<file path="config.mk">
export PLATFORM = sky130hd
export DESIGN_NAME = dcc_core
export DESIGN_NICKNAME = d
export VERILOG_FILES = /design/src/dcc_pkg.sv /design/src/dcc_core.sv
export VERILOG_INCLUDE_DIRS = /design/src
export SDC_FILE = /design/constraint.sdc
export NUM_CORES = 2
export LEC_CHECK = 0
export ABC_CLOCK_PERIOD_IN_PS = 12400
export BUFFER_PORTS_ARGS = -buffer_cell sky130_fd_sc_hd__buf_2
export CAP_MARGIN = 20
export CORE_MARGIN = 1.5
export CORE_UTILIZATION = 60
export DETAILED_ROUTE_END_ITERATION = 10
export GPL_TIMING_DRIVEN = 0
export PLACE_DENSITY_LB_ADDON = 0.08
export SYNTH_ARGS = -nofsm -noshare
export SYNTH_HDL_FRONTEND = slang
export SYNTH_SLANG_ARGS = --single-unit
export TNS_END_PERCENT = 20
</file>
<file path="constraint.sdc">
create_clock -name pclk -period 12.4 [get_ports pclk]
set_clock_uncertainty 0.15 [all_clocks]
set_input_delay 0.62 -clock pclk [delete_from_list [all_inputs] [get_ports pclk]]
set_output_delay 0.62 -clock pclk [all_outputs]
set_load 0.05 [all_outputs]
</file>
<file path="src/dcc_regs.svh">
// Contract
// channel latch code selects string tap
// amplifier gain six or four by bit
// channels 0-3 group A, 4-7 group B
// per-channel zero and gain registers
// writes recompute corrected value when enabled
// one engine serves channels in turn
// enable bit on/off, off writes direct
// disabled gain/zero writes only store
// code times (gain+2^13)/2^14 plus zero
// gain 0.5 to 1.5, zero +-8192
// raw code from input or dac register
// group level uses code and offset code
// single supply holds offset converters down
// offset defaults 9830 or 10923
// reset gain 8192, zero 0, input 0
// format pin selects binary or twos complement
// bipolar binary 2000h is zero
// bipolar twos complement 0000h is zero
// unipolar binary 0000h is zero volts
// unipolar twos complement 2000h zero volts
// gain binary, zero twos complement always
// read-back in written format
// gain change reloads offset defaults
// corrected result saturates to 14 bits
`ifndef DCC_REGS_SVH
`define DCC_REGS_SVH
`define DCC_CODE_W 14
`define DCC_NCH 8
`define DCC_OFF_CFG 12'h000
`define DCC_OFF_STAT 12'h004
`define DCC_OFF_OFSA 12'h008
`define DCC_OFF_OFSB 12'h00C
`define DCC_OFF_IN 12'h100
`define DCC_OFF_DAC 12'h140
`define DCC_OFF_ZERO 12'h180
`define DCC_OFF_GAIN 12'h1C0
`define DCC_CFG_CEN 0
`define DCC_CFG_GSEL 1
`define DCC_CFG_SINGLE 2
`define DCC_GAIN_RST 14'h2000
`define DCC_GAIN_BIAS 15'h2000
`define DCC_OFS6_RST 14'h2666
`define DCC_OFS4_RST 14'h2AAB
`define DCC_MSB_FLIP 14'h2000
`endif

</file>
<file path="src/dcc_pkg.sv">
package dcc_pkg;
    typedef enum logic [1:0] {
        DCC_IDLE = 2'b01,
        DCC_CALC = 2'b10
    } dcc_state_type;
    typedef struct packed {
        logic [7:0][13:0] in_code;
        logic [7:0][13:0] dac_code;
        logic [7:0][13:0] zero;
        logic [7:0][13:0] gain;
        logic [1:0][13:0] ofs_code;
        logic cen;
        logic gsel;
        logic single;
        logic [7:0] pend;
        logic [2:0] ch;
        dcc_state_type st;
        logic [31:0] prdata;
        logic pready;
        logic [7:0][13:0] latch;
    } dcc_state_s_type;
endpackage : dcc_pkg

</file>
<file path="src/dcc_core.sv">
// Decided for this implementation: the placing of the registers and the APB register port.
`timescale 1ns/1ps
`include "dcc_regs.svh"
module dcc_core (
    input wire logic pclk,
    input wire logic presetn,
    input wire logic psel,
    input wire logic penable,
    input wire logic pwrite,
    input wire logic [11:0] paddr,
    input wire logic [31:0] pwdata,
    output logic [31:0] prdata,
    output logic pready,
    output logic pslverr,
    input wire logic number_format_pin,
    input wire logic load_strobe,
    output logic [7:0][13:0] latch_code,
    output logic [1:0][13:0] group_offset_code,
    output logic [1:0] offset_powered,
    output logic gain_is_six,
    output logic [7:0] group_b_map
);
    dcc_pkg::dcc_state_s_type s_q, s_d;
    logic fmt_m, fmt_q, ld_m, ld_q;
    logic wr, rd, hit;
    logic [2:0] idx;
    logic [13:0] wcode, rraw;
    logic [28:0] prod;
    logic signed [16:0] sum;
    logic [13:0] sat;
    logic [2:0] nxt;
    logic found;

    // pin-side inputs are asynchronous
    always_ff @(posedge pclk or negedge presetn) begin
        if (!presetn) begin
            fmt_m <= 1'b0;
            fmt_q <= 1'b0;
            ld_m <= 1'b0;
            ld_q <= 1'b0;
        end else begin
            fmt_m <= number_format_pin;
            fmt_q <= fmt_m;
            ld_m <= load_strobe;
            ld_q <= ld_m;
        end
    end

    // writes land only at the completing edge of the access phase
    assign wr = psel && penable && pwrite && s_q.pready;
    assign rd = psel && penable && !pwrite;
    assign idx = paddr[4:2];
    // twos complement codes are held offset binary internally
    assign wcode = fmt_q ? (pwdata[13:0] ^ `DCC_MSB_FLIP) : pwdata[13:0];

    // engine math for the channel being served
    always_comb begin
        prod = 29'(s_q.in_code[s_q.ch]) * 29'({1'b0, s_q.gain[s_q.ch]} + `DCC_GAIN_BIAS);
        // quotient needs 15 bits: gain up to 1.5 overshoots the code range
        sum = 17'(signed'({2'b00, prod[28:14]})) + 17'(signed'(s_q.zero[s_q.ch]));
        if (sum < 0) begin
            sat = 14'h0000;
        end else if (sum > 17'sd16383) begin
            sat = 14'h3FFF;
        end else begin
            sat = sum[13:0];
        end
    end

    always_comb begin
        nxt = 3'd0;
        found = 1'b0;
        for (int i = 0; i < `DCC_NCH; i++) begin
            if (!found && s_q.pend[i]) begin
                nxt = 3'(i);
                found = 1'b1;
            end
        end
    end

    always_comb begin
        rraw = 14'h0000;
        hit = 1'b1;
        case (paddr[11:5])
            7'h08: rraw = s_q.in_code[idx] ^ (fmt_q ? `DCC_MSB_FLIP : 14'h0000);
            7'h0A: rraw = s_q.dac_code[idx] ^ (fmt_q ? `DCC_MSB_FLIP : 14'h0000);
            7'h0C: rraw = s_q.zero[idx];
            7'h0E: rraw = s_q.gain[idx];
            default: hit = 1'b0;
        endcase
    end

    always_comb begin
        s_d = s_q;
        // one wait state so registered read data stands at the ready edge
        s_d.pready = psel && penable && !s_q.pready;
        s_d.prdata = 32'h0000_0000;
        // engine: one channel per two cycles (pick, then calculate), pending writes queue
        unique case (s_q.st)
            dcc_pkg::DCC_IDLE: begin
                if (s_q.cen && found) begin
                    s_d.ch = nxt;
                    s_d.pend[nxt] = 1'b0;
                    s_d.st = dcc_pkg::DCC_CALC;
                end
            end
            dcc_pkg::DCC_CALC: begin
                s_d.dac_code[s_q.ch] = sat;
                s_d.st = dcc_pkg::DCC_IDLE;
            end
        endcase
        if (!s_q.cen) begin
            s_d.pend = 8'h00;
        end
        if (rd) begin
            if (paddr == `DCC_OFF_CFG) begin
                s_d.prdata = {29'h0000_0000, s_q.single, s_q.gsel, s_q.cen};
            end else if (paddr == `DCC_OFF_STAT) begin
                s_d.prdata = {23'h00_0000, s_q.st == dcc_pkg::DCC_CALC, s_q.pend};
            end else if (paddr == `DCC_OFF_OFSA || paddr == `DCC_OFF_OFSB) begin
                s_d.prdata = {18'h0_0000, s_q.ofs_code[paddr[2]] ^ (fmt_q ? `DCC_MSB_FLIP : 14'h0000)};
            end else if (hit) begin
                s_d.prdata = {18'h0_0000, rraw};
            end
        end
        if (wr) begin
            if (paddr == `DCC_OFF_CFG) begin
                s_d.cen = pwdata[`DCC_CFG_CEN];
                s_d.gsel = pwdata[`DCC_CFG_GSEL];
                s_d.single = pwdata[`DCC_CFG_SINGLE];
                if (pwdata[`DCC_CFG_GSEL] != s_q.gsel) begin
                    s_d.ofs_code[0] = pwdata[`DCC_CFG_GSEL] ? `DCC_OFS4_RST : `DCC_OFS6_RST;
                    s_d.ofs_code[1] = pwdata[`DCC_CFG_GSEL] ? `DCC_OFS4_RST : `DCC_OFS6_RST;
                end
            end else if (paddr == `DCC_OFF_OFSA || paddr == `DCC_OFF_OFSB) begin
                s_d.ofs_code[paddr[2]] = wcode;
            end else begin
                case (paddr[11:5])
                    7'h08: begin
                        s_d.in_code[idx] = wcode;
                        s_d.pend[idx] = s_q.cen;
                    end
                    7'h0A: begin
                        if (!s_q.cen) begin
                            s_d.dac_code[idx] = wcode;
                        end
                    end
                    7'h0C: begin
                        s_d.zero[idx] = pwdata[13:0];
                        s_d.pend[idx] = s_q.cen;
                    end
                    7'h0E: begin
                        s_d.gain[idx] = pwdata[13:0];
                        s_d.pend[idx] = s_q.cen;
                    end
                    default: ;
                endcase
            end
        end
        if (ld_q) begin
            s_d.latch = s_d.dac_code;
        end
    end

    always_ff @(posedge pclk or negedge presetn) begin
        if (!presetn) begin
            s_q.in_code <= '0;
            s_q.dac_code <= '0;
            s_q.zero <= '0;
            s_q.gain <= {8{`DCC_GAIN_RST}};
            s_q.ofs_code <= {2{`DCC_OFS6_RST}};
            s_q.cen <= 1'b0;
            s_q.gsel <= 1'b0;
            s_q.single <= 1'b0;
            s_q.pend <= 8'h00;
            s_q.ch <= 3'd0;
            s_q.st <= dcc_pkg::DCC_IDLE;
            s_q.prdata <= 32'h0000_0000;
            s_q.pready <= 1'b0;
            s_q.latch <= '0;
        end else begin
            s_q <= s_d;
        end
    end

    // one wait state: pready rises in the second access cycle
    assign pready = s_q.pready && psel && penable;
    assign prdata = s_q.prdata;
    assign pslverr = 1'b0;
    assign latch_code = s_q.latch;
    // analog use of codes follows offset binary: see
    assign group_offset_code = s_q.single ? '0 : s_q.ofs_code;
    assign offset_powered = s_q.single ? 2'b00 : 2'b11;
    assign gain_is_six = !s_q.gsel;
    assign group_b_map = 8'hF0;
endmodule : dcc_core

</file>
After elaboration in Yosys (flattened, before gate mapping)
Index checks and enable logic that the tools add are counted.
{"block": "op_classes", "addsub": 2, "n_mul": 1, "n_div": 0, "n_lt_le_gt_ge": 10, "n_eq_ne": 12, "shift": 0, "muxes": 81, "n_bitwise": 8, "n_reduce_logical": 40}
{"op": "$mux 336", "n": 2}
{"op": "$bwmux 112", "n": 5}
{"op": "$mux 112", "n": 5}
{"op": "$mux 375", "n": 1}
{"op": "$bmux 14 s3", "n": 7}
{"op": "$mux 14", "n": 21}
{"op": "$mux 28", "n": 4}
{"op": "$demux 14 s3", "n": 2}
{"op": "$pmux 14 s4", "n": 1}
{"op": "$xor 14x14->14", "n": 3}
{"op": "$mux 8", "n": 4}
{"op": "$mul 14x15->29", "n": 1}
{"op": "$bwmux 28", "n": 1}
{"op": "$eq 7x4->1 const B", "n": 4}
{"op": "$eq 12x4->1 const B", "n": 2}
{"op": "$mux 3", "n": 7}
{"op": "$logic_and 1x1->1", "n": 19}
{"op": "$add 16x14->17", "n": 1}
{"op": "$gt 17x15->1 const B", "n": 1}
{"op": "$lt 17x1->1 const B", "n": 1}
{"op": "$add 14x14->15 const B", "n": 1}
{"op": "$demux 14 s1", "n": 1}
{"op": "$mux 13", "n": 1}
{"op": "$eq 12x3->1 const B", "n": 1}
{"op": "other kinds (28)", "n": 58}
{"block": "totals", "regBits": 641, "latch_bits": 0, "ramBits": 0, "rom_bits": 0, "in_bits": 51, "output_inout_bits": 185, "wordCells": 208, "mem_count": 0}

Depth between registers and ports, before layout
{"block": "logic_depth", "ltp_word": 36, "ltp_mapped": 45, "mapped_depth_nobuf": 38}

Worst setup path before layout
No wires, ideal clock.
{"block": "synth_timing", "path_type": "reg2reg", "start": "register s_q[148] (netlist bit)", "end": "register s_q[502] (netlist bit)", "setup_time_ns": 0.083, "arrival_ns": 9.292, "required_ns": 12.167, "slack_ns": 2.875, "stages_incl_launch_ff": 42, "path_buffers": 7, "synth_period_minus_slack_ns": 9.525, "path_cell_list": "dfrtp_1 > buf_6 > buf_12 > buf_2 > nor3_1 > clkbuf_1 > buf_1 > a22oi_1 > nand4_1 > inv_1 > nor2_1 > fa_1 > inv_1 > fa_1 > inv_1 > fa_1 > fa_1 > fa_1 > [... 6 more ...] > a21o_1 > a2111oi_2 > a211oi_4 > and2_4 > o21ba_2 > o21ai_1 > a21oi_1 > ha_1 > a21oi_1 > nand2_1 > o21ai_0 > nor2_1 > a311o_4 > and3_1 > buf_4 > and2_1 > clkbuf_1 > o21ai_0"}
{"item": "start, declared", "line": "dcc_core.sv:23", "rtl": "dcc_pkg::dcc_state_s_type s_q, s_d;"}

==> out/metrics.json <==
{
  "cts_root_buffer": "sky130_fd_sc_hd__clkbuf_16",
  "finish.net_count": 4282,
  "final-hold-violation-count": 0,
  "tritoncts": "done",
  "timing.setup.critical_path_class": "flip-flop to flip-flop",
  "cts.sink_count": 623,
  "yosys-top-cells-area": "sky130_fd_sc_hd__dfrtp_1 (38%), sky130_fd_sc_hd__mux2_2 (10%), sky130_fd_sc_hd__fa_1 (7.7%)",
  "synth_cell_type_count": 93,
  "via_density": 6.67,
  "synth_area_per_cell_um2": 10.9,
  "detailroute.via_count": 32600,
  "placementRows": 94,
  "synth_top_flop_cell": "sky130_fd_sc_hd__dfrtp_1",
  "grt_use_total": 0.426,
  "grt_pass1_wl_mm": 210,
  "yosysTopAreaCellShare": 0.376,
  "detail_route.wl_per_cell_um": 29.3,
  "detailedPlace.worstSlack_ps": -193,
  "syn-cell-area_mm2": 0.0400,
  "finalCriticalPeriod_ps": 12130,
  "synth.top_cells.by_count": "sky130_fd_sc_hd__dfrtp_1 (600), sky130_fd_sc_hd__mux2_2 (362), sky130_fd_sc_hd__a21oi_1 (285), sky130_fd_sc_hd__nor2_1 (273), sky130_fd_sc_hd__nand2_1 (224)",
  "number_of_global_route_vias_before_repair": 31700,
  "worst_ep_arrival_time_ps": 12530,
  "hpwlAfterDp_mm": 106,
  "worst_skew_pair.late_latency_ps": 630,
  "synth_most_common_cell": "sky130_fd_sc_hd__dfrtp_1",
  "grt_antenna_before_repair": 5,
  "core_area_mm2": 0.0659,
  "synth.yosys.warnings": 0,
  "netlist.top_cell.by_area": "sky130_fd_sc_hd__dfrtp_1",
  "timing.final.crit_share": 0.978,
  "maximum_vdd_ir_drop_v": 0.000130,
  "cp-start-kind": "flip-flop",
  "numPortBuffers": 176,
  "crit_path_max_incr_delay_ps": 630,
  "worst-path-max-fanout": 10,
  "drt_drc_violations_left": 0,
  "finalWeightedCongestion": 0.981,
  "number_of_ports_placed_on_the_die_boundary": 236,
  "hold_slack_ps": 100,
  "die_area_mm2": 0.0681,
  "gr-total-overflow": 0,
  "drive_gt1_frac": 0.283,
  "powerDensity_mw_per_mm2": 103,
  "cp_bufs_invs": 12,
  "cts_inserted_buffers": 66,
  "power.leakage_nw": 22.4,
  "critPathRequiredTime_ps": 12800,
  "synth_cells": 3679,
  "initial_standard_cell_utilization_of_the_core": 0.607,
  "htreeDepth": 3,
  "timing.max_cap.violations": 0,
  "die_x_um": 261,
  "yosys_reg_bits": 623,
  "outcome": "complete, no violations",
  "detailed_routing_iteration_count_for_the_pre_antenna_repair_pass": 8,
  "drtIter0Drc": 4470,
  "edff_count_synth": 0,
  "yosysSeqAreaShare": 0.391,
  "register_clock_pin_slew_on_the_reported_worst_setup_and_hold_paths_ps": 60,
  "tightestPinTransition_ps": 1250,
  "worst_path_dominant_cell_family": "compound AO/OA/AOI/OAI gates",
  "slew_headroom": 0.166,
  "worst_setup_path_end_kind": "flip-flop",
  "setup_viol_count_final": 0,
  "die_height_um": 261,
  "layout-area-overhead-vs-synth_pct": 12.0,
  "post-layout-total-power_w": 0.00460,
  "final_critical_path_setup_slack_ps": 267,
  "synthArstFlopShare": 1.00,
  "grt_start_max_net_pins": 124,
  "timing_max_transition_violations_final": 0,
  "fmax_mhz": 82.4,
  "cts.path.max_buffers": 3,
  "finalWirelength_mm": 143,
  "ant_nets": 0,
  "min-delay-path-class": "input port to flip-flop",
  "critical_path.slowest_cell": "sky130_fd_sc_hd__clkdlybuf4s15_1"
}
==> report_power, final <==
| part | internal (W) | switching [W] |
|---|---|---|
| registers | 0.00206 | 0.0000164 |
| clock network | 0.00126 | 0.000867 |
| logic | 0.000111 | 0.000289 |
==> through the flow <==
step	setup TNS [ps]	cell area, µm²	utilization	cells
global route	-3.80	44700	0.679	4889
detailed placement	-503	42300	0.641	4758
global placement	-1548180	42000	0.638	4747
finish	0	44700	0.679	4891
floorplan	0	40100	-	3707
CTS	0	44600	0.677	4882
==> layer usage <==
metal  vias up  global-route usage  wire (µm)
met3       545               0.124      17000
li1      13400                   -          -
met5         -                   0         56
met1     16400               0.570      54100
met4         6               0.257      10600
met2      2260               0.618      61600
==> final timing paths <==
check                                      from                          to  slack [ps]  depth (start not counted)
max in group asynchronous               presetn          s_q[434]$_DFF_PN0_        9950                          4
min                                     penable          s_q[112]$_DFF_PN0_         100                          3
min reg2reg                     fmt_m$_DFF_PN0_             fmt_q$_DFF_PN0_         200                          0
max                        s_q[148]$_DFFE_PN0P_  latch_code[11]$_DFFE_PN0P_         270                         42
min in group asynchronous               presetn        s_q[371]$_DFFE_PN0P_         470                          2
max reg2reg                s_q[148]$_DFFE_PN0P_  latch_code[11]$_DFFE_PN0P_         270                         42
==> placed cells by master (no fill, tap or decap), types with 16 or more instances in the layout <==
cell                        instances
sky130_fd_sc_hd__buf_4            164
sky130_fd_sc_hd__o21ai_0          101
sky130_fd_sc_hd__clkbuf_1         169
sky130_fd_sc_hd__a21oi_1          285
sky130_fd_sc_hd__buf_2            253
sky130_fd_sc_hd__conb_1            30
sky130_fd_sc_hd__dfstp_2           23
sky130_fd_sc_hd__mux2i_1           48
sky130_fd_sc_hd__nor2_1           273
sky130_fd_sc_hd__nor2b_1           41
sky130_fd_sc_hd__xnor2_1           16
sky130_fd_sc_hd__buf_1             16
sky130_fd_sc_hd__mux2_2           362
sky130_fd_sc_hd__ha_1             105
sky130_fd_sc_hd__and2_1            35
sky130_fd_sc_hd__nand3_1           23
sky130_fd_sc_hd__nand2_1          224
sky130_fd_sc_hd__o21ai_1           30
sky130_fd_sc_hd__clkbuf_16         71
sky130_fd_sc_hd__fa_1             153
sky130_fd_sc_hd__dfrtp_1          600
sky130_fd_sc_hd__nand4_1           34
sky130_fd_sc_hd__mux4_2           125
sky130_fd_sc_hd__clkbuf_2          16
sky130_fd_sc_hd__xor2_1            16
sky130_fd_sc_hd__inv_1            197
sky130_fd_sc_hd__a22oi_1          146
sky130_fd_sc_hd__and3_1            96
sky130_fd_sc_hd__a21o_1           105
==> worst reg2reg max path, delay by kind of cell, from the launching register on <==
kind	cells	cell delay [ps]
adders and majority gates	8	3610
DFF	1	370
AOI/OAI and AO/OA	11	3630
muxes	1	250
buffers and inverters	12	2300
and+or+nand+nor	10	1760
==> layout make-up <==
| cell class | count | area (µm²) |
|---|---|---|
| Antenna cell | 2 | 5.00 |
| Buffer | 429 | 2380 |
| Clock buffer | 102 | 2040 |
| Clock inverter | 18 | 254 |
| Fill cell | 5249 | 21100 |
| Inverter | 199 | 747 |
| Multi-Input combinational cell | 2456 | 21400 |
| Sequential cell | 623 | 15600 |
| Tap cell | 864 | 1080 |
| Timing Repair Buffer | 198 | 1220 |
==> sequential cells by signal, summed over array words and instances (netlist names) <==
name,cells
s_q,493
ld_q,1
prdata,14
latch_code,112
ld_m,1
fmt_q,1
fmt_m,1
==> cell families (layout without fill, tap and decap cells) <==
| logic type | Yosys count | after routing | share of synthesized area |
|---|---|---|---|
| xor+xnor | 34 | 34 | 0.00783 |
| other cells | 2 | 32 | 0.000188 |
| fa+ha+maj | 258 | 258 | 0.110 |
| buf+inv | 628 | 946 | 0.0773 |
| simple gates | 817 | 817 | 0.100 |
| compound gates | 773 | 773 | 0.125 |
| flops | 623 | 623 | 0.391 |
| mux | 544 | 544 | 0.189 |
==> timing repair <==
item | CTS | global route
setup endpoints to repair | 24 | 224
pin swaps | 0 | 1
buffers inserted | 1 | 2
hold buffers | 3 | 0
resized for setup | 6 | 35
endpoints found under the hold margin | 83 | 0
(Power assumes the default switching activity.)
